`src/common/lsa_pkg.sv`:
```
// Constants shared by the limit status and alert logic.
package lsa_pkg;

  // ******************************************************************
  // Register offsets
  // ******************************************************************
  localparam logic [7:0] LSA_OFF_STATUS_FIRST = 8'h41;
  localparam logic [7:0] LSA_OFF_STATUS_SECOND = 8'h42;
  localparam logic [7:0] LSA_OFF_MASK_FIRST = 8'h74;
  localparam logic [7:0] LSA_OFF_MASK_SECOND = 8'h75;
  localparam logic [7:0] LSA_OFF_CONFIG_THREE = 8'h78;
  localparam logic [7:0] LSA_OFF_CONFIG_FOUR = 8'h7d;

  // ******************************************************************
  // Reset values
  // ******************************************************************
  localparam logic [7:0] LSA_RST_BYTE = 8'h00;

  // ******************************************************************
  // Field positions
  // ******************************************************************
  // First status register.
  localparam int LSA_B1_SUMMARY = 7;
  localparam int LSA_B1_LOW_VOLT = 0;
  // Second status register.
  localparam int LSA_B2_DIODE_TWO = 7;
  localparam int LSA_B2_DIODE_ONE = 6;
  localparam int LSA_B2_FAN_FOUR = 5;
  localparam int LSA_B2_FAN_THREE = 4;
  localparam int LSA_B2_FAN_TWO = 3;
  localparam int LSA_B2_FAN_ONE = 2;
  localparam int LSA_B2_OVERTEMP = 1;
  localparam int LSA_B2_TWELVE = 0;
  // Configuration register three.
  localparam int LSA_C3_ALERT_PIN = 0;
  localparam int LSA_C3_THROTTLE_EN = 1;
  localparam int LSA_C3_BOOST = 2;
  // Configuration register four, shared pin function bits.
  localparam int LSA_C4_FUNC_BIT0 = 0;
  localparam int LSA_C4_FUNC_BIT1 = 1;

  // ******************************************************************
  // Measurement channels and shared pin uses
  // ******************************************************************
  localparam int LSA_NUM_CHAN = 8;
  localparam logic [2:0] LSA_CH_TWELVE = 3'h7;
  localparam logic [7:0] LSA_DUTY_OFF = 8'h00;
  // Edges after reset before a synchronised pin and its copy are real.
  localparam int LSA_SYNC_FILL = 3;

  // Shared pin use, written as {bit 0, bit 1} of configuration four.
  typedef enum logic [1:0] {
    LSA_USE_TACH = 2'h0,
    LSA_USE_THROTTLE = 2'h1,
    LSA_USE_ALERT = 2'h2,
    LSA_USE_GENERAL = 2'h3
  } lsa_use_e;

endpackage : lsa_pkg

```
`src/hw/lsa_alert.sv`:
```
// Sticky limit status, alert masking and shared pin control.
`timescale 1ns/1ps

// Operation
// - Out-of-limit comparison sets channel status bit.
// - Status bits stay set until read.
// - Read clears bit only if condition ended.
// - First register bit 7 summarises second register.
// - First register bits 6..0 map channels.
// - Throttle mode: bit 0 reports throttle input.
// - Second register bits 7,6 flag diode faults.
// - Second register bits 4..2 flag slow fans.
// - Bit 5 follows shared pin use.
// - Bit 1 overtemperature; bit 0 twelve/VID.
// - Alert holds while out and unread.
// - Mask blocks alert, status still sets.
// - First mask mirrors; bit 7 masks second.
// - Second mask mirrors; bit 5 follows use.
// - Alert off after reset; select second drive.
// - Configuration four selects shared pin use.
// - Throttle enable picks pin role.
// - Boost: full fans while throttle low.
// - Boost only for already running fan.
// - High above limit, low at-or-below limit.
// - Throttle use with throttle enabled: timer above limit sets bit 5.
module lsa_alert
  import lsa_pkg::*;
#(
  parameter int DATA_W = 8,
  parameter int VID_W = 6
) (
  input wire logic mclk_in,
  input wire logic rst_b_in,
  // Register port from the serial management engine.
  input wire logic [7:0] reg_addr_in,
  input wire logic reg_wr_in,
  input wire logic reg_rd_in,
  input wire logic [7:0] reg_wdata_in,
  output logic [7:0] reg_rdata_out,
  // Completed measurement with its limits.
  input wire logic meas_valid_in,
  input wire logic [2:0] meas_chan_in,
  input wire logic [DATA_W-1:0] meas_value_in,
  input wire logic [DATA_W-1:0] meas_high_in,
  input wire logic [DATA_W-1:0] meas_low_in,
  // Level conditions from the measurement engine.
  input wire logic diode_two_fault_in,
  input wire logic diode_one_fault_in,
  input wire logic fan_four_slow_in,
  input wire logic fan_three_slow_in,
  input wire logic fan_two_slow_in,
  input wire logic fan_one_slow_in,
  input wire logic critical_overtemp_in,
  input wire logic vid_change_select_in,
  // Throttle timer and its limit.
  input wire logic [7:0] throttle_timer_in,
  input wire logic [7:0] throttle_limit_in,
  // Fan state for the boost response.
  input wire logic manual_mode_in,
  input wire logic [7:0] manual_duty_in,
  input wire logic temp_above_tmin_in,
  input wire logic second_fan_pwm_in,
  // Pins.
  input wire logic thermal_throttle_pin_in,
  input wire logic shared_general_pin_in,
  input wire logic [VID_W-1:0] voltage_id_input_in,
  output logic second_fan_drive_out,
  output logic second_fan_drive_oe_out,
  output logic shared_general_pin_out,
  output logic shared_general_pin_oe_out,
  output logic fan_boost_out,
  output logic shared_tach_sel_out
);

  // ******************************************************************
  // Helpers
  // ******************************************************************
  // Flags whether a register access targets the given offset.
  function automatic logic hits(input logic [7:0] addr,
                                input logic [7:0] off);
    hits = (addr == off);
  endfunction : hits

  // ******************************************************************
  // Declarations
  // ******************************************************************
  localparam int SYNC_W = VID_W + 2;

  logic [SYNC_W-1:0] pins_sync;
  logic throttle_pin_s;
  logic shared_pin_s;
  logic [VID_W-1:0] vid_s;
  logic [VID_W-1:0] vid_prev_q;
  logic [LSA_SYNC_FILL-1:0] vid_primed_q;
  logic vid_change;

  logic [7:0] status_first_q;
  logic [7:0] status_second_q;
  logic [7:0] mask_first_q;
  logic [7:0] mask_second_q;
  logic [7:0] config_three_q;
  logic [7:0] config_four_q;
  logic [LSA_NUM_CHAN-1:0] chan_out_q;
  logic [7:0] reg_rdata_q;
  logic drive_q;
  logic drive_oe_q;
  logic shared_oe_q;
  logic boost_q;

  logic [LSA_NUM_CHAN-1:0] hit;
  logic [LSA_NUM_CHAN-1:0] cond_chan;
  logic out_of_limit;
  lsa_use_e use_mode;
  logic throttle_en;
  logic throttle_main;
  logic throttle_shared;
  logic timer_over;
  logic shared_cond;
  logic [7:0] set_first;
  logic [7:0] cond_first;
  logic [7:0] set_second;
  logic [7:0] cond_second;
  logic clr_first;
  logic clr_second;
  logic fan_running;
  logic alert_level;

  // ******************************************************************
  // Pin synchronisers
  // ******************************************************************
  lsa_sync #(
    .WIDTH(SYNC_W)
  ) u_sync (
    .mclk_in(mclk_in),
    .rst_b_in(rst_b_in),
    .async_in({voltage_id_input_in, shared_general_pin_in,
               thermal_throttle_pin_in}),
    .sync_out(pins_sync)
  );

  // Split the synchronised pin bank.
  assign throttle_pin_s = pins_sync[0];
  assign shared_pin_s = pins_sync[1];
  assign vid_s = pins_sync[SYNC_W-1:2];

  // ******************************************************************
  // Configuration decode
  // ******************************************************************
  // The two function bits are read bit 0 first, then bit 1.
  // shared pin use
  assign use_mode = lsa_use_e'({config_four_q[LSA_C4_FUNC_BIT0],
                                config_four_q[LSA_C4_FUNC_BIT1]});
  assign throttle_en = config_three_q[LSA_C3_THROTTLE_EN];

  // Throttle inputs are active low; the shared pin needs its mode too.
  // throttle pin role
  assign throttle_main = throttle_en & ~throttle_pin_s;
  assign throttle_shared = throttle_en & (use_mode == LSA_USE_THROTTLE)
                           & ~shared_pin_s;

  // Tachometer path is enabled only in the tachometer use.
  assign shared_tach_sel_out = (use_mode == LSA_USE_TACH);

  // ******************************************************************
  // Limit comparison
  // ******************************************************************
  // High limit is strict, low limit includes equality.
  // window compare
  assign out_of_limit = (meas_value_in > meas_high_in)
                        | (meas_value_in <= meas_low_in);

  // One-hot events for the channel that just completed.
  // comparison events
  always_comb begin
    hit = '0;
    if (meas_valid_in && out_of_limit) begin
      hit[meas_chan_in] = 1'b1;
    end
  end

  // Last comparison result per channel forms its live condition.
  always_ff @(posedge mclk_in or negedge rst_b_in) begin
    if (!rst_b_in) begin
      chan_out_q <= '0;
    end else if (meas_valid_in) begin
      chan_out_q[meas_chan_in] <= out_of_limit;
    end
  end

  assign cond_chan = chan_out_q | hit;

  // ******************************************************************
  // Identification code change detection
  // ******************************************************************
  // Changes count only once the synchroniser and the previous copy both
  // hold real pin values, so the synchroniser's reset level is no change.
  always_ff @(posedge mclk_in or negedge rst_b_in) begin
    if (!rst_b_in) begin
      vid_prev_q <= '0;
      vid_primed_q <= '0;
    end else begin
      vid_prev_q <= vid_s;
      vid_primed_q <= {vid_primed_q[LSA_SYNC_FILL-2:0], 1'b1};
    end
  end

  assign vid_change = vid_primed_q[LSA_SYNC_FILL-1]
                      & (vid_s != vid_prev_q);

  // ******************************************************************
  // Status set and condition vectors
  // ******************************************************************
  // timer over limit
  assign timer_over = throttle_timer_in > throttle_limit_in;

  // Bit 5 of the second register follows the shared pin use.
  // shared bit source
  always_comb begin
    case (use_mode)
      LSA_USE_TACH: shared_cond = fan_four_slow_in;
      LSA_USE_THROTTLE: shared_cond = throttle_en & timer_over;
      LSA_USE_GENERAL: shared_cond = shared_pin_s;
      LSA_USE_ALERT: shared_cond = 1'b0;
      default: shared_cond = 1'b0;
    endcase
  end

  // First register: channels 6..0 in bit order, summary bit computed.
  // channel order
  always_comb begin
    set_first = {1'b0, hit[LSA_B1_SUMMARY-1:0]};
    cond_first = {1'b0, cond_chan[LSA_B1_SUMMARY-1:0]};
    if (throttle_en) begin
      set_first[LSA_B1_LOW_VOLT] = throttle_main;
      cond_first[LSA_B1_LOW_VOLT] = throttle_main;
    end
  end

  // Second register: level faults set while present.
  always_comb begin
    set_second = '0;
    set_second[LSA_B2_DIODE_TWO] = diode_two_fault_in;
    set_second[LSA_B2_DIODE_ONE] = diode_one_fault_in;
    set_second[LSA_B2_FAN_FOUR] = shared_cond;
    set_second[LSA_B2_FAN_THREE] = fan_three_slow_in;
    set_second[LSA_B2_FAN_TWO] = fan_two_slow_in;
    set_second[LSA_B2_FAN_ONE] = fan_one_slow_in;
    set_second[LSA_B2_OVERTEMP] = critical_overtemp_in;
    set_second[LSA_B2_TWELVE] = vid_change_select_in ? vid_change
                                : hit[LSA_CH_TWELVE];
  end

  // A code change is an event and leaves no lasting condition.
  always_comb begin
    cond_second = set_second;
    cond_second[LSA_B2_TWELVE] = vid_change_select_in ? vid_change
                                 : cond_chan[LSA_CH_TWELVE];
  end

  // ******************************************************************
  // Sticky status registers
  // ******************************************************************
  assign clr_first = reg_rd_in & hits(reg_addr_in, LSA_OFF_STATUS_FIRST);
  assign clr_second = reg_rd_in & hits(reg_addr_in, LSA_OFF_STATUS_SECOND);

  // A read drops only ended conditions; a new set wins over the clear.
  // sticky bits
  always_ff @(posedge mclk_in or negedge rst_b_in) begin
    if (!rst_b_in) begin
      status_first_q <= LSA_RST_BYTE;
    end else begin
      status_first_q <= (status_first_q & ~({8{clr_first}} & ~cond_first))
                        | set_first;
    end
  end

  // Second register follows the same sticky scheme.
  always_ff @(posedge mclk_in or negedge rst_b_in) begin
    if (!rst_b_in) begin
      status_second_q <= LSA_RST_BYTE;
    end else begin
      status_second_q <= (status_second_q
                          & ~({8{clr_second}} & ~cond_second))
                         | set_second;
    end
  end

  // ******************************************************************
  // Mask and configuration registers
  // ******************************************************************
  // Masks reset to all sources unmasked.
  // reset clears masks
  always_ff @(posedge mclk_in or negedge rst_b_in) begin
    if (!rst_b_in) begin
      mask_first_q <= LSA_RST_BYTE;
      mask_second_q <= LSA_RST_BYTE;
    end else if (reg_wr_in) begin
      if (hits(reg_addr_in, LSA_OFF_MASK_FIRST)) begin
        mask_first_q <= reg_wdata_in;
      end
      if (hits(reg_addr_in, LSA_OFF_MASK_SECOND)) begin
        mask_second_q <= reg_wdata_in;
      end
    end
  end

  // Configuration resets with the alert pin function off.
  // alert disabled at reset
  always_ff @(posedge mclk_in or negedge rst_b_in) begin
    if (!rst_b_in) begin
      config_three_q <= LSA_RST_BYTE;
      config_four_q <= LSA_RST_BYTE;
    end else if (reg_wr_in) begin
      if (hits(reg_addr_in, LSA_OFF_CONFIG_THREE)) begin
        config_three_q <= reg_wdata_in;
      end
      if (hits(reg_addr_in, LSA_OFF_CONFIG_FOUR)) begin
        config_four_q <= reg_wdata_in;
      end
    end
  end

  // ******************************************************************
  // Register read path
  // ******************************************************************
  // Read data is registered; unmapped offsets return zero.
  // summary bit
  always_ff @(posedge mclk_in or negedge rst_b_in) begin
    if (!rst_b_in) begin
      reg_rdata_q <= LSA_RST_BYTE;
    end else if (reg_rd_in) begin
      case (reg_addr_in)
        LSA_OFF_STATUS_FIRST:
          reg_rdata_q <= {|status_second_q,
                          status_first_q[LSA_B1_SUMMARY-1:0]};
        LSA_OFF_STATUS_SECOND: reg_rdata_q <= status_second_q;
        LSA_OFF_MASK_FIRST: reg_rdata_q <= mask_first_q;
        LSA_OFF_MASK_SECOND: reg_rdata_q <= mask_second_q;
        LSA_OFF_CONFIG_THREE: reg_rdata_q <= config_three_q;
        LSA_OFF_CONFIG_FOUR: reg_rdata_q <= config_four_q;
        default: reg_rdata_q <= LSA_RST_BYTE;
      endcase
    end
  end

  assign reg_rdata_out = reg_rdata_q;

  // ******************************************************************
  // Alert generation
  // ******************************************************************
  // Mask bits mirror status bits; first mask bit 7 gates the second.
  // first mask
  assign alert_level =
    (|(status_first_q[LSA_B1_SUMMARY-1:0]
       & ~mask_first_q[LSA_B1_SUMMARY-1:0]))
    | (~mask_first_q[LSA_B1_SUMMARY]
       & (|(status_second_q & ~mask_second_q)));

  // ******************************************************************
  // Pin drivers
  // ******************************************************************
  // Second drive pin: open-drain alert when selected, else fan PWM.
  // drive pin select
  always_ff @(posedge mclk_in or negedge rst_b_in) begin
    if (!rst_b_in) begin
      drive_q <= 1'b0;
      drive_oe_q <= 1'b0;
    end else if (config_three_q[LSA_C3_ALERT_PIN]) begin
      drive_q <= 1'b0;
      drive_oe_q <= alert_level;
    end else begin
      drive_q <= second_fan_pwm_in;
      drive_oe_q <= 1'b1;
    end
  end

  // Shared pin pulls low only in alert use while an alert stands.
  // shared alert driver
  always_ff @(posedge mclk_in or negedge rst_b_in) begin
    if (!rst_b_in) begin
      shared_oe_q <= 1'b0;
    end else begin
      shared_oe_q <= (use_mode == LSA_USE_ALERT) & alert_level;
    end
  end

  assign second_fan_drive_out = drive_q;
  assign second_fan_drive_oe_out = drive_oe_q;
  assign shared_general_pin_out = 1'b0;
  assign shared_general_pin_oe_out = shared_oe_q;

  // ******************************************************************
  // Fan boost
  // ******************************************************************
  // A fan counts as running unless its duty or temperature says idle.
  // running fan only
  assign fan_running = manual_mode_in ? (manual_duty_in != LSA_DUTY_OFF)
                       : temp_above_tmin_in;

  // Boost tracks the throttle low level, one cycle behind.
  // boost on throttle
  always_ff @(posedge mclk_in or negedge rst_b_in) begin
    if (!rst_b_in) begin
      boost_q <= 1'b0;
    end else begin
      boost_q <= config_three_q[LSA_C3_BOOST] & fan_running
                 & (throttle_main | throttle_shared);
    end
  end

  assign fan_boost_out = boost_q;

endmodule : lsa_alert

```
`src/hw/lsa_sync.sv`:
```
// Two-stage synchroniser bank for pins entering the clock domain.
`timescale 1ns/1ps

module lsa_sync #(
  parameter int WIDTH = 8
) (
  input wire logic mclk_in,
  input wire logic rst_b_in,
  input wire logic [WIDTH-1:0] async_in,
  output logic [WIDTH-1:0] sync_out
);

  logic [WIDTH-1:0] meta_q;
  logic [WIDTH-1:0] sync_q;

  // First stage feeds only the second stage.
  always_ff @(posedge mclk_in or negedge rst_b_in) begin
    if (!rst_b_in) begin
      meta_q <= '1;
      sync_q <= '1;
    end else begin
      meta_q <= async_in;
      sync_q <= meta_q;
    end
  end

  // Only the second stage is visible outside.
  assign sync_out = sync_q;

endmodule : lsa_sync

```
`config.mk`:
```
export PLATFORM = sky130hd
export DESIGN_NAME = lsa_alert
export DESIGN_NICKNAME = d
export VERILOG_FILES = /design/src/common/lsa_pkg.sv /design/src/hw/lsa_alert.sv /design/src/hw/lsa_sync.sv
export SDC_FILE = /design/constraint.sdc
export NUM_CORES = 1
export LEC_CHECK = 0
export BUFFER_PORTS_ARGS = -buffer_cell sky130_fd_sc_hd__buf_4
export CAP_MARGIN = 0
export CORE_ASPECT_RATIO = 1.25
export CORE_MARGIN = 8
export CORE_UTILIZATION = 54
export DETAILED_ROUTE_END_ITERATION = 12
export PLACE_DENSITY = 0.88
export SLEW_MARGIN = 40
export SYNTH_ARGS = -nofsm -noshare
export SYNTH_HDL_FRONTEND = slang
export SYNTH_SLANG_ARGS = --single-unit
```
`constraint.sdc`:
```
create_clock -name mclk_in -period 1.95 [get_ports mclk_in]
set_clock_uncertainty 0.2 [all_clocks]
set_input_delay 0.2925 -clock mclk_in [delete_from_list [all_inputs] [get_ports mclk_in]]
set_output_delay 0.2925 -clock mclk_in [all_outputs]
set_load 0.05 [all_outputs]
```
==> metrics.md, run 1 <==
| Metric | Value |
|---|---|
| Synth unique cells | `between 40 and 50` |
| Ant diodes | `0` |
| HP Start | `manual_duty_in[3]` |
| First-pass GRT wire length | `approximately 19,000 um` |
| Power density cells | `roughly 700 nW/um^2` |
| Worst slack, placed | `-0.168 ns` |
| Asr flop ratio synth | `100%` |
| Synthesized area per cell | `about 11 um^2` |
| Reg2reg start | `status_second_q[1]` |
| Vert. Die Dim | `around 120 um` |
| GR Overflow Total | `0` |
| Post-route minimum period | `about 1.8 ns` |
| Num CTS Buffers | `9` |
| Clock transition at path regs | `0.10 ns` |
| IO Pins | `~110` |
| Core area | `slightly above 8000 um^2` |
| Yosys top cell by area | `dfrtp_1` |
| Vias in the first global route | `4,009` |
| P_leak | `just under 3 nW` |
| Worst Setup SP | `meas_value_in[1]` |
| Routed len/inst | `17.2 um` |
| DRT Pass-1 Iters | `4` |
| FF-to-FF setup slack | `roughly 0.20 ns` |
| Final count of hold timing violations | `0` |
| Crit share post-route | `between 90% and 100%` |
| Insertion delay to the later sink of the worst-skew pair | `0.37 ns` |
| Core Util, Final | `around 73%` |
| Critical Path RT | `between 1.5 and 2 ns` |
| DRC viols | `0` |
| Post-synth top flop | `dfrtp_1` |
| CP Class | `in2reg` |
| Synth-to-Final Area Change | `32.8%` |
| Design area | `between 5000 and 6000 um^2` |
| Hold Path Depth | `3` |
| Post-Synthesis Cells | `a little over 400` |
| Register area share after synthesis | `between 50 and 60%` |
| Area after DPL | `roughly 5500 um^2` |
| Worst hold endpoint | `fan_boost_out` |
| Status | `completed` |
| Filler instances | `between 500 and 600` |
| Root Driver | `clkbuf_8` |
| Routability Congestion | `about 0.94` |
| Worst vdd ir | `between 500 and 600 uV` |
| Die ar. | `~11,000 um^2` |
| RSZ-0062 raised after global routing | `false` |
| DRT iter0 DRCs | `approximately 180` |
| R2R depth | `7` |
| Clock Path Buffers | `2` |
| Fmax | `about 570 MHz` |
| Ranking of synthesized cells by area | `dfrtp_1 42%, dfstp_2 9.4%, mux2_2 7.8%` |
| Total number of vias | `3,689` |
| WL final | `approximately 11,000 um` |
| Layout cell share with drive strength beyond 1 | `around a third` |
| Port bufs | `roughly 100` |
| CTS tree | `built` |
| Crit Path Max Fanout | `16` |
| DRT antenna net count | `0` |
| Top-count cell post-synth | `dfrtp_1` |
| Total track usage | `between 20 and 25%` |
| Final setup violation count | `0` |
| Routed vias/inst | `5.58` |
| Cell Rows | `37` |
| Startpoint types | `primary input` |
| HPWL after detailed placement | `between 8000 and 9000 um` |
| Post-synth top cells | `76 x dfrtp_1, 40 x inv_1, 31 x mux2_2` |
| Share of the synthesized area in the top cell type | `about 42%` |
| PnR worst setup slack | `approximately 0.19 ns` |
| Yosys warnings | `0` |
| Initial core utilization | `approximately 55%` |
| Worst setup EP type | `flop` |
| Slew Viols, Final | `0` |
| Critical R2R Capture | `second_fan_drive_oe_out` |
| Initial antenna violation count | `0` |
| Max Cap Viol | `0` |
| Min-delay worst type | `in2reg` |
| FF+latch count, synth | `92` |
| Fin Hold WS | `0.0481 ns` |
| Post-Syn Nets | `~520` |
| Clock sink total | `92` |
| Largest net degree at the start of global routing | `48` |
| Number of synthesized flops with an enable pin | `0` |
| Nets@finish | `about 670` |
| Worst EP arrival | `approximately 1.8 ns` |
| Die W | `~100 um` |
| Fin Setup TNS | `0 ns` |
| Htree depth | `3` |
| Mapped cell area | `4480 um^2` |
==> layout make-up <==
cell class	count	area (um^2)	area share (%)
Multi-Input combinational cell	266	1950	32.7
Timing Repair Buffer	150	1220	20.5
Inverter	40	150	2.52
Clock buffer	9	124	2.08
Sequential cell	92	2320	39.0
Clock inverter	7	63.8	1.07
Tap cell	97	121	2.04
==> registers in the layout, summed over array words and instances, names as in the netlist, 3 cells and up <==
signal	count
mask_second_q	8
mask_first_q	8
status_first_q	7
reg_rdata_out	8
vid_primed_q	3
vid_prev_q	6
u_sync.meta_q	8
chan_out_q	8
status_second_q	8
config_four_q	8
config_three_q	8
u_sync.sync_out	8
==> worst max-delay path, cell delays in order <==
cell	delay, ns
buf_4	0.12
ha_1	0.30
nor2b_1	0.14
o211ai_1	0.15
a21oi_1	0.08
nor3_1	0.15
o221a_2	0.39
o221ai_1	0.17
==> timing repair <==
action / in CTS / in global routing
resized for setup: 0 / 0
setup buffers: 0 / 0
hold buffers: 28 / 0
hold endpoints to repair: 126 / 0
==> per-layer routing <==
metal	part of all wire, %	track usage, %	up-vias
met2	53	35.5	129
li1	-	-	1744
met1	39	21.9	1799
met4	1.8	7.41	0
met5	0	0	-
met3	6.5	5.93	17
==> how the worst max path moves through the flow <==
stage / endpoint / slack, ns / cells past startpoint
after floorplan: status_first_q[1] / 0.08 / 9
after global placement: status_second_q[0] / -0.12 / 8
after detailed placement: status_second_q[0] / -0.17 / 8
after CTS: second_fan_drive_oe_out / 0.21 / 7
after global routing: second_fan_drive_oe_out / 0.02 / 7
final: status_first_q[0] / 0.19 / 8
==> through the flow <==
step	std cells	power, W
4_1_cts	661	0.00408
3_3_place_gp	617	0.00276
2_1_floorplan	409	0.00247
5_1_grt	661	0.00424
3_5_place_dp	617	0.00280
6_report	661	0.00405
==> where the power goes <==
group          total (W)  leakage, nW  internal [W]  switching [W]
Clock            0.00123       0.0990      0.000498       0.000736
Combinational   0.000678         1.69      0.000337       0.000341
Sequential       0.00214         1.09       0.00205      0.0000859
==> cells by family (layout without fill, tap and decap cells) <==
group                      Yosys count  after routing  synth area share [%]
and+or+nand+nor                     98             98                  12.4
AOI/OAI and AO/OA                   97             97                  13.4
DFF                                 92             92                  51.8
buffers and inverters               51            206                  4.72
muxes                               39             39                  9.58
adders and majority gates           24             24                  6.70
xor gates and xnor gates             6              6                  1.17
other                                2              2                 0.168
==> placed cells by master (no fill, tap or decap), drive strengths merged, types with 2 or more instances in the layout <==
cell,instances
o211ai,2
o22ai,7
a21oi,25
and3,2
inv,46
dfrtp,76
xor2,2
nand2b,4
xnor2,4
dfstp,16
nor3,4
clkbuf,9
a221oi,3
nand2,20
nand4,9
a21o,8
o221a,2
nor2b,12
conb,2
a22oi,9
nand3,11
nor2,27
o2111ai,2
a31oi,6
or2,2
o221ai,2
ha,24
buf,122
mux2i,8
o311ai,2
o21ai,27
mux2,31
dlygate4sd3,28
nor4,5
(Power assumes the default switching activity.)
==> run 2: changes to the inputs <==
--- a/config.mk
+++ b/config.mk
@@ -11,7 +11,7 @@
 export CORE_MARGIN = 8
 export CORE_UTILIZATION = 54
 export DETAILED_ROUTE_END_ITERATION = 12
-export PLACE_DENSITY = 0.88
+export PLACE_DENSITY = 0.84
 export SLEW_MARGIN = 40
 export SYNTH_ARGS = -nofsm -noshare
 export SYNTH_HDL_FRONTEND = slang
==> run 2 against run 1 <==
  * Critical path depth shrank 1
  * Total power is 0.94% higher
  * Via count stayed put
  * Sequential power barely moved
  * Sequential cell count is the same
  * Utilization rose by 0.34 points
  * Clock power rose by 3%
  * Register-to-register slack got worse by 0.03 ns
  * Fmax down 1.6%
  * Combinational power is essentially flat
  * Setup slack worse by 0.029 ns
==> metrics.md, run 2 (synthesis results as in run 1) <==
| Metric | Value |
|---|---|
| Worst vdd ir | `459 uV (-11%)` |
| FF-to-FF setup slack | `0.17 ns (-0.03 ns)` |
| HPWL after detailed placement | `8670 um (-0.51%)` |
| Initial core utilization | `55.0% (unchanged)` |
| Core area | `8150 um^2 (unchanged)` |
| Critical Path Max Stage Delay | `0.46 ns (+0.07 ns)` |
| Most common cell after layout, fill and taps aside | `buf_4` |
| Worst path slowest cell | `dfrtp_1` |
| Sw Share | `29.1% (+0.39 points)` |
| Die W | `97.5 um (unchanged)` |
| DRT iter0 DRCs | `138 (-22%)` |
| First-pass GRT wire length | `18,900 um (-0.40%)` |
| Worst hold endpoint | `fan_boost_out` |
| RSZ-0062 raised after global routing | `false` |
| Final count of hold timing violations | `0 (unchanged)` |
| WL final | `11,400 um (about the same)` |
| R2R depth | `7 (unchanged)` |
| Gate power share | `16.6% (about the same)` |
| IO Pins | `105 (unchanged)` |
| DRT Pass-1 Iters | `5 (+1)` |
| Initial antenna violation count | `0 (unchanged)` |
| Insertion delay to the later sink of the worst-skew pair | `0.37 ns (about the same)` |
| Num CTS Buffers | `9 (unchanged)` |
| Design area | `5980 um^2 (+0.46%)` |
| DRC viols | `0 (unchanged)` |
| Slew Viols, Final | `0 (unchanged)` |
| Routability Congestion | `0.886 (-5.6%)` |
| Area of the multi-input gates | `1950 um^2 (unchanged)` |
| Clock Path Buffers | `2 (unchanged)` |
| Root Driver | `clkbuf_8` |
| Hold Path Depth | `3 (unchanged)` |
| Vert. Die Dim | `118 um (unchanged)` |
| Vias in the first global route | `4,012 (+0.075%)` |
| Total number of vias | `3,689 (unchanged)` |
| Placed Cells incl. Taps | `619 (+0.32%)` |
| FF/Latch Area | `2320 um^2 (unchanged)` |
| Delay-heaviest family, CP | `flip-flops` |
| Power density cells | `684 nW/um^2 (+0.48%)` |
| Area after DPL | `5500 um^2 (+0.27%)` |
| Filler instances | `546 (-0.55%)` |
| Startpoint types | `flop` |
| CP bufs+invs | `2 (+1)` |
| Critical R2R Capture | `second_fan_drive_oe_out` |
| Layout cell share with drive strength beyond 1 | `35.2% (+0.23 points)` |
| Critical Path RT | `2.02 ns (+0.04 ns)` |
| Ant diodes | `0 (unchanged)` |
| Cell Rows | `37 (unchanged)` |
| Fmax | `560 MHz (-1.6%)` |
| Htree depth | `3 (unchanged)` |
| Routed len/inst | `17.2 um (-0.24%)` |
| Post-CTS Resized | `0 (unchanged)` |
| DRT antenna net count | `0 (unchanged)` |
| GR Overflow Total | `0 (unchanged)` |
| Worst EP arrival | `1.86 ns (+0.07 ns)` |
| Die ar. | `11,500 um^2 (unchanged)` |
| Clock transition at path regs | `0.11 ns (about the same)` |
| Net switching power | `0.00119 W (+2.3%)` |
| Reg power frac | `52.3% (-0.5 points)` |
| Largest net degree at the start of global routing | `50 (+4.2%)` |
| Critical Path, Cell by Cell | `inv_1 > o22ai_1 > a221oi_1 > a21oi_1 > nor4_1 > buf_4 > nand2_1` |
| Total track usage | `20.2% (+0.12 points)` |
| P_leak | `2.90 nW (+0.45%)` |
| Int Pwr | `0.00290 W (+0.39%)` |
| Post-route minimum period | `1.78 ns (+0.0286 ns)` |
| Crit Path Max Fanout | `4 (-12)` |
| Min-delay worst type | `in2reg` |
| Final setup violation count | `0 (unchanged)` |
| Crit share post-route | `91.5% (+1.5 points)` |
| Worst setup EP type | `flop` |
| Routed vias/inst | `5.56 (-0.30%)` |
| HP Start | `manual_duty_in[4]` |
| Reg2reg start | `status_second_q[2]` |
| Nets@finish | `676 (+0.30%)` |
| Synth-to-Final Area Change | `33.4%` |
| Post-route insts no fill | `663 (+0.30%)` |
| CTS tree | `built` |
| Port bufs | `103 (unchanged)` |
| CP Class | `reg2reg` |
| Commonest non-fill, non-tap cells in the layout | `122 x buf_4, 76 x dfrtp_1, 40 x inv_1, 31 x mux2_2, 28 x dlygate4sd3_1` |
| Clock network fraction of design power | `31.1% (+0.6 points)` |
| Max Cap Viol | `0 (unchanged)` |
| Clock sink total | `92 (unchanged)` |
| Status | `completed` |
-- run 2: power groups by stage --
| stage | Combinational, W | Sequential (W) | Clock, W |
|---|---|---|---|
| floorplan | 0.000282 | 0.00219 | 0 |
| global placement | 0.000598 | 0.00216 | 0 |
| detailed placement | 0.000631 | 0.00217 | 0 |
| CTS | 0.000680 | 0.00213 | 0.00130 |
| global route | 0.000751 | 0.00215 | 0.00138 |
| finish | 0.000678 | 0.00214 | 0.00127 |
-- run 2: area by class of cell --
cell class | instances | share of cell area (%)
multi-input cells | 266 | 32.6
repair buffers | 152 | 20.7
flip-flops and latches | 92 | 38.9
well taps | 97 | 2.03
inverters | 40 | 2.51
clock inverters | 7 | 1.28
clock buffers | 9 | 2.07
-- run 2: repair_timing --
action | CTS | global route
hold endpoints to repair | 129 | 0
setup buffers | 0 | 0
hold buffers | 28 | 0
-- run 2: how the worst max path moves through the flow --
stage                                  start                       to  slack, ns  cells past startpoint
after floorplan              meas_high_in[1]        status_first_q[1]       0.08                      9
after global placement      meas_value_in[1]       status_second_q[0]      -0.12                      8
after detailed placement    meas_value_in[1]       status_second_q[0]      -0.19                      8
after CTS                 status_second_q[1]  second_fan_drive_oe_out       0.16                      7
after global routing      status_second_q[1]  second_fan_drive_oe_out       0.06                      7
final                     status_second_q[2]  second_fan_drive_oe_out       0.17                      7
-- run 2: worst reg2reg max path, cell delays in order, from the launching register on --
cell and delay (ns):
dfrtp_1 0.46, inv_1 0.09, o22ai_1 0.08, a221oi_1 0.22, a21oi_1 0.11, nor4_1 0.30
buf_4 0.19, nand2_1 0.05
-- run 2: routing by layer --
| metal | global-route usage (%) | wire [um] | up-vias |
|---|---|---|---|
| met5 | 0 | 0 | - |
| met4 | 10.4 | 275 | 0 |
| met3 | 4.23 | 588 | 20 |
| met2 | 36.5 | 6150 | 118 |
| met1 | 21.4 | 4380 | 1797 |
| li1 | - | - | 1754 |
-- run 2: per-stage QoR --
stage	utilization, %	setup TNS [ns]	hold WS (ns)	power [W]	setup slack [ns]
after global routing	73.4	0	0.0257	0.00428	0.0584
final	73.4	0	0.0252	0.00409	0.165
after CTS	73.4	0	0.0115	0.00411	0.160
after detailed placement	67.5	-2.38	-0.0410	0.00280	-0.187
after floorplan	-	0	-0.203	0.00247	0.0807
after global placement	67.5	-1.03	-0.0433	0.00276	-0.118
==> run 3: changes to the inputs <==
--- a/config.mk
+++ b/config.mk
@@ -11,7 +11,7 @@
 export CORE_MARGIN = 8
 export CORE_UTILIZATION = 54
 export DETAILED_ROUTE_END_ITERATION = 12
-export PLACE_DENSITY = 0.84
+export PLACE_DENSITY = 0.91
 export SLEW_MARGIN = 40
 export SYNTH_ARGS = -nofsm -noshare
 export SYNTH_HDL_FRONTEND = slang
==> run 3 against run 2 <==
  * Fmax increased by 0.12%
  * Global-route usage decreased by 0.68 points
  * Setup slack improved by 0.0021 ns
  * Final cell count decreased by 0.90%
  * Cell area decreased by 1.0%
  * Via count decreased by 2.4%
  * Clock power decreased by 4%
  * Register-to-register slack improved by 0.14 ns
  * Combinational power decreased by 2%
  * Routed wire length decreased by 3.6%
  * Utilization decreased by 0.77 points
  * Critical endpoint is now status_second_q[0]
  * Highest routed layer unchanged
==> metrics.md, run 3 (synthesis results as in run 1) <==
| Metric | Value |
|---|---|
| CP Class | `in2reg` |
| Port bufs | `103 (unchanged)` |
| Final count of hold timing violations | `0 (unchanged)` |
| Worst setup EP type | `flop` |
| Area of the multi-input gates | `1950 um^2 (unchanged)` |
| Most common cell after layout, fill and taps aside | `buf_4` |
| Layout cell share with drive strength beyond 1 | `34.8% (-0.34 points)` |
| Crit Path Max Fanout | `16 (+12)` |
| Min-delay worst type | `in2reg` |
| Worst Setup SP | `meas_value_in[1]` |
| Final setup violation count | `0 (unchanged)` |
| Vert. Die Dim | `118 um (unchanged)` |
| Critical Path RT | `1.99 ns (-0.03 ns)` |
| Status | `completed` |
| Max Cap Viol | `0 (unchanged)` |
| CTS tree | `built` |
| Ant diodes | `0 (unchanged)` |
| Power density cells | `680 nW/um^2 (-0.49%)` |
| Routed len/inst | `16.7 um (-2.7%)` |
| Routability Congestion | `0.957 (+8.0%)` |
| Initial core utilization | `55.0% (unchanged)` |
| Crit share post-route | `91.4% (-0.11 points)` |
| Initial antenna violation count | `0 (unchanged)` |
| Fin Setup TNS | `0 ns (unchanged)` |
| Insertion delay to the later sink of the worst-skew pair | `0.36 ns (about the same)` |
| Reg2reg start | `status_second_q[1]` |
| Routed vias/inst | `5.48 (-1.5%)` |
| Cell Rows | `37 (unchanged)` |
| Die W | `97.5 um (unchanged)` |
| Largest net degree at the start of global routing | `43 (-14%)` |
| Num CTS Buffers | `9 (unchanged)` |
| RSZ-0062 raised after global routing | `false` |
| Area after DPL | `5470 um^2 (-0.55%)` |
| Total number of vias | `3,601 (-2.4%)` |
| DRC viols | `0 (unchanged)` |
| DRT Pass-1 Iters | `4 (-1)` |
| FF/Latch Area | `2320 um^2 (unchanged)` |
| Filler instances | `580 (+6.2%)` |
| Htree depth | `3 (unchanged)` |
| Total track usage | `19.5% (-0.68 points)` |
| Commonest non-fill, non-tap cells in the layout | `118 x buf_4, 76 x dfrtp_1, 40 x inv_1, 31 x mux2_2, 27 x o21ai_0` |
| Die ar. | `11,500 um^2 (unchanged)` |
| HPWL after detailed placement | `8530 um (-1.6%)` |
| Clock Path Buffers | `2 (unchanged)` |
| DRT iter0 DRCs | `178 (+29%)` |
| First-pass GRT wire length | `18,500 um (-2.0%)` |
| Worst vdd ir | `482 uV (+5.1%)` |
| Post-route minimum period | `1.78 ns (-0.00213 ns)` |
| Core area | `8150 um^2 (unchanged)` |
| Slew Viols, Final | `0 (unchanged)` |
| IO Pins | `105 (unchanged)` |
| Worst EP arrival | `1.82 ns (-0.04 ns)` |
| DRT antenna net count | `0 (unchanged)` |
| Synth-to-Final Area Change | `32.0%` |
| Nets@finish | `670 (-0.89%)` |
| Startpoint types | `primary input` |
| Post-CTS Setup Bufs | `0 (unchanged)` |
| Clock transition at path regs | `0.10 ns (about the same)` |
| HP Start | `manual_duty_in[2]` |
| P_leak | `2.86 nW (-1.1%)` |
| GR Overflow Total | `0 (unchanged)` |
| Vias in the first global route | `3,981 (-0.77%)` |
| Design area | `5910 um^2 (-1.0%)` |
| WL final | `11,000 um (-3.6%)` |
| Fmax | `561 MHz (+0.12%)` |
| Clock sink total | `92 (unchanged)` |
| Root Driver | `clkbuf_8` |
run 3: changes by cell type in the layout (fill, tap and decap cells not counted), sizes merged:
| cell | delta |
|---|---|
| clkinv | -2 |
| dlygate4sd3 | -2 |
| inv | +2 |
| buf | -4 |
run 3: cell type report:
class / instances / area share [%]
Inverter: 40 / 2.54
Timing Repair Buffer: 146 / 20.1
Multi-Input combinational cell: 266 / 32.9
Clock inverter: 7 / 1.08
Sequential cell: 92 / 39.3
Clock buffer: 9 / 2.09
Tap cell: 97 / 2.05
run 3: repair_timing:
item | 4_1_cts | 5_1_grt
hold endpoints to repair | 76 | 0
endpoints found under the setup margin | 0 | 0
hold buffers | 26 | 0
resized for setup | 0 | 0
run 3: through the flow:
stage	util [%]	power (W)	cells	setup slack, ns	hold slack [ns]
global placement	67.1	0.00276	615	-0.110	0.0337
detailed placement	67.1	0.00279	615	-0.238	0.0423
CTS	72.6	0.00406	657	0.156	0.00369
global route	72.6	0.00421	657	0.0634	0.0190
floorplan	-	0.00247	409	0.0807	-0.203
finish	72.6	0.00402	657	0.168	0.0115
run 3: per-layer routing:
| layer | GRT usage, % | up-vias | share of wire (%) |
|---|---|---|---|
| li1 | - | 1738 | - |
| met1 | 20.9 | 1726 | 39 |
| met2 | 35.0 | 116 | 53 |
| met3 | 5.64 | 21 | 5.9 |
| met4 | 7.60 | 0 | 2.2 |
| met5 | 0 | - | 0 |
run 3: path summary, 6_finish.rpt:
kind	endpoint	slack, ns	depth (start not counted)
worst min register to register	u_sync.sync_out[1]	0.16	0
worst max-delay path	status_second_q[0]	0.17	8
worst max register to register	second_fan_drive_oe_out	0.31	7
max in group asynchronous	mask_first_q[7]	0.74	3
worst min-delay path	fan_boost_out	0.01	3
min in group asynchronous	fan_boost_out	0.19	2
run 3: worst max-delay path, cell delays in order:
cell and delay, ns:
buf_4 0.12, ha_1 0.29, nor2b_1 0.14, o211ai_1 0.09
a21oi_1 0.13, nor3_1 0.06, o221a_2 0.33, o311ai_0 0.37
run 3: power breakdown:
| part | total (W) | internal (W) | switching, W |
|---|---|---|---|
| combinational | 0.000664 | 0.000332 | 0.000332 |
| clock | 0.00122 | 0.000498 | 0.000725 |
| sequential | 0.00214 | 0.00205 | 0.0000859 |
| total | 0.00402 | 0.00288 | 0.00114 |
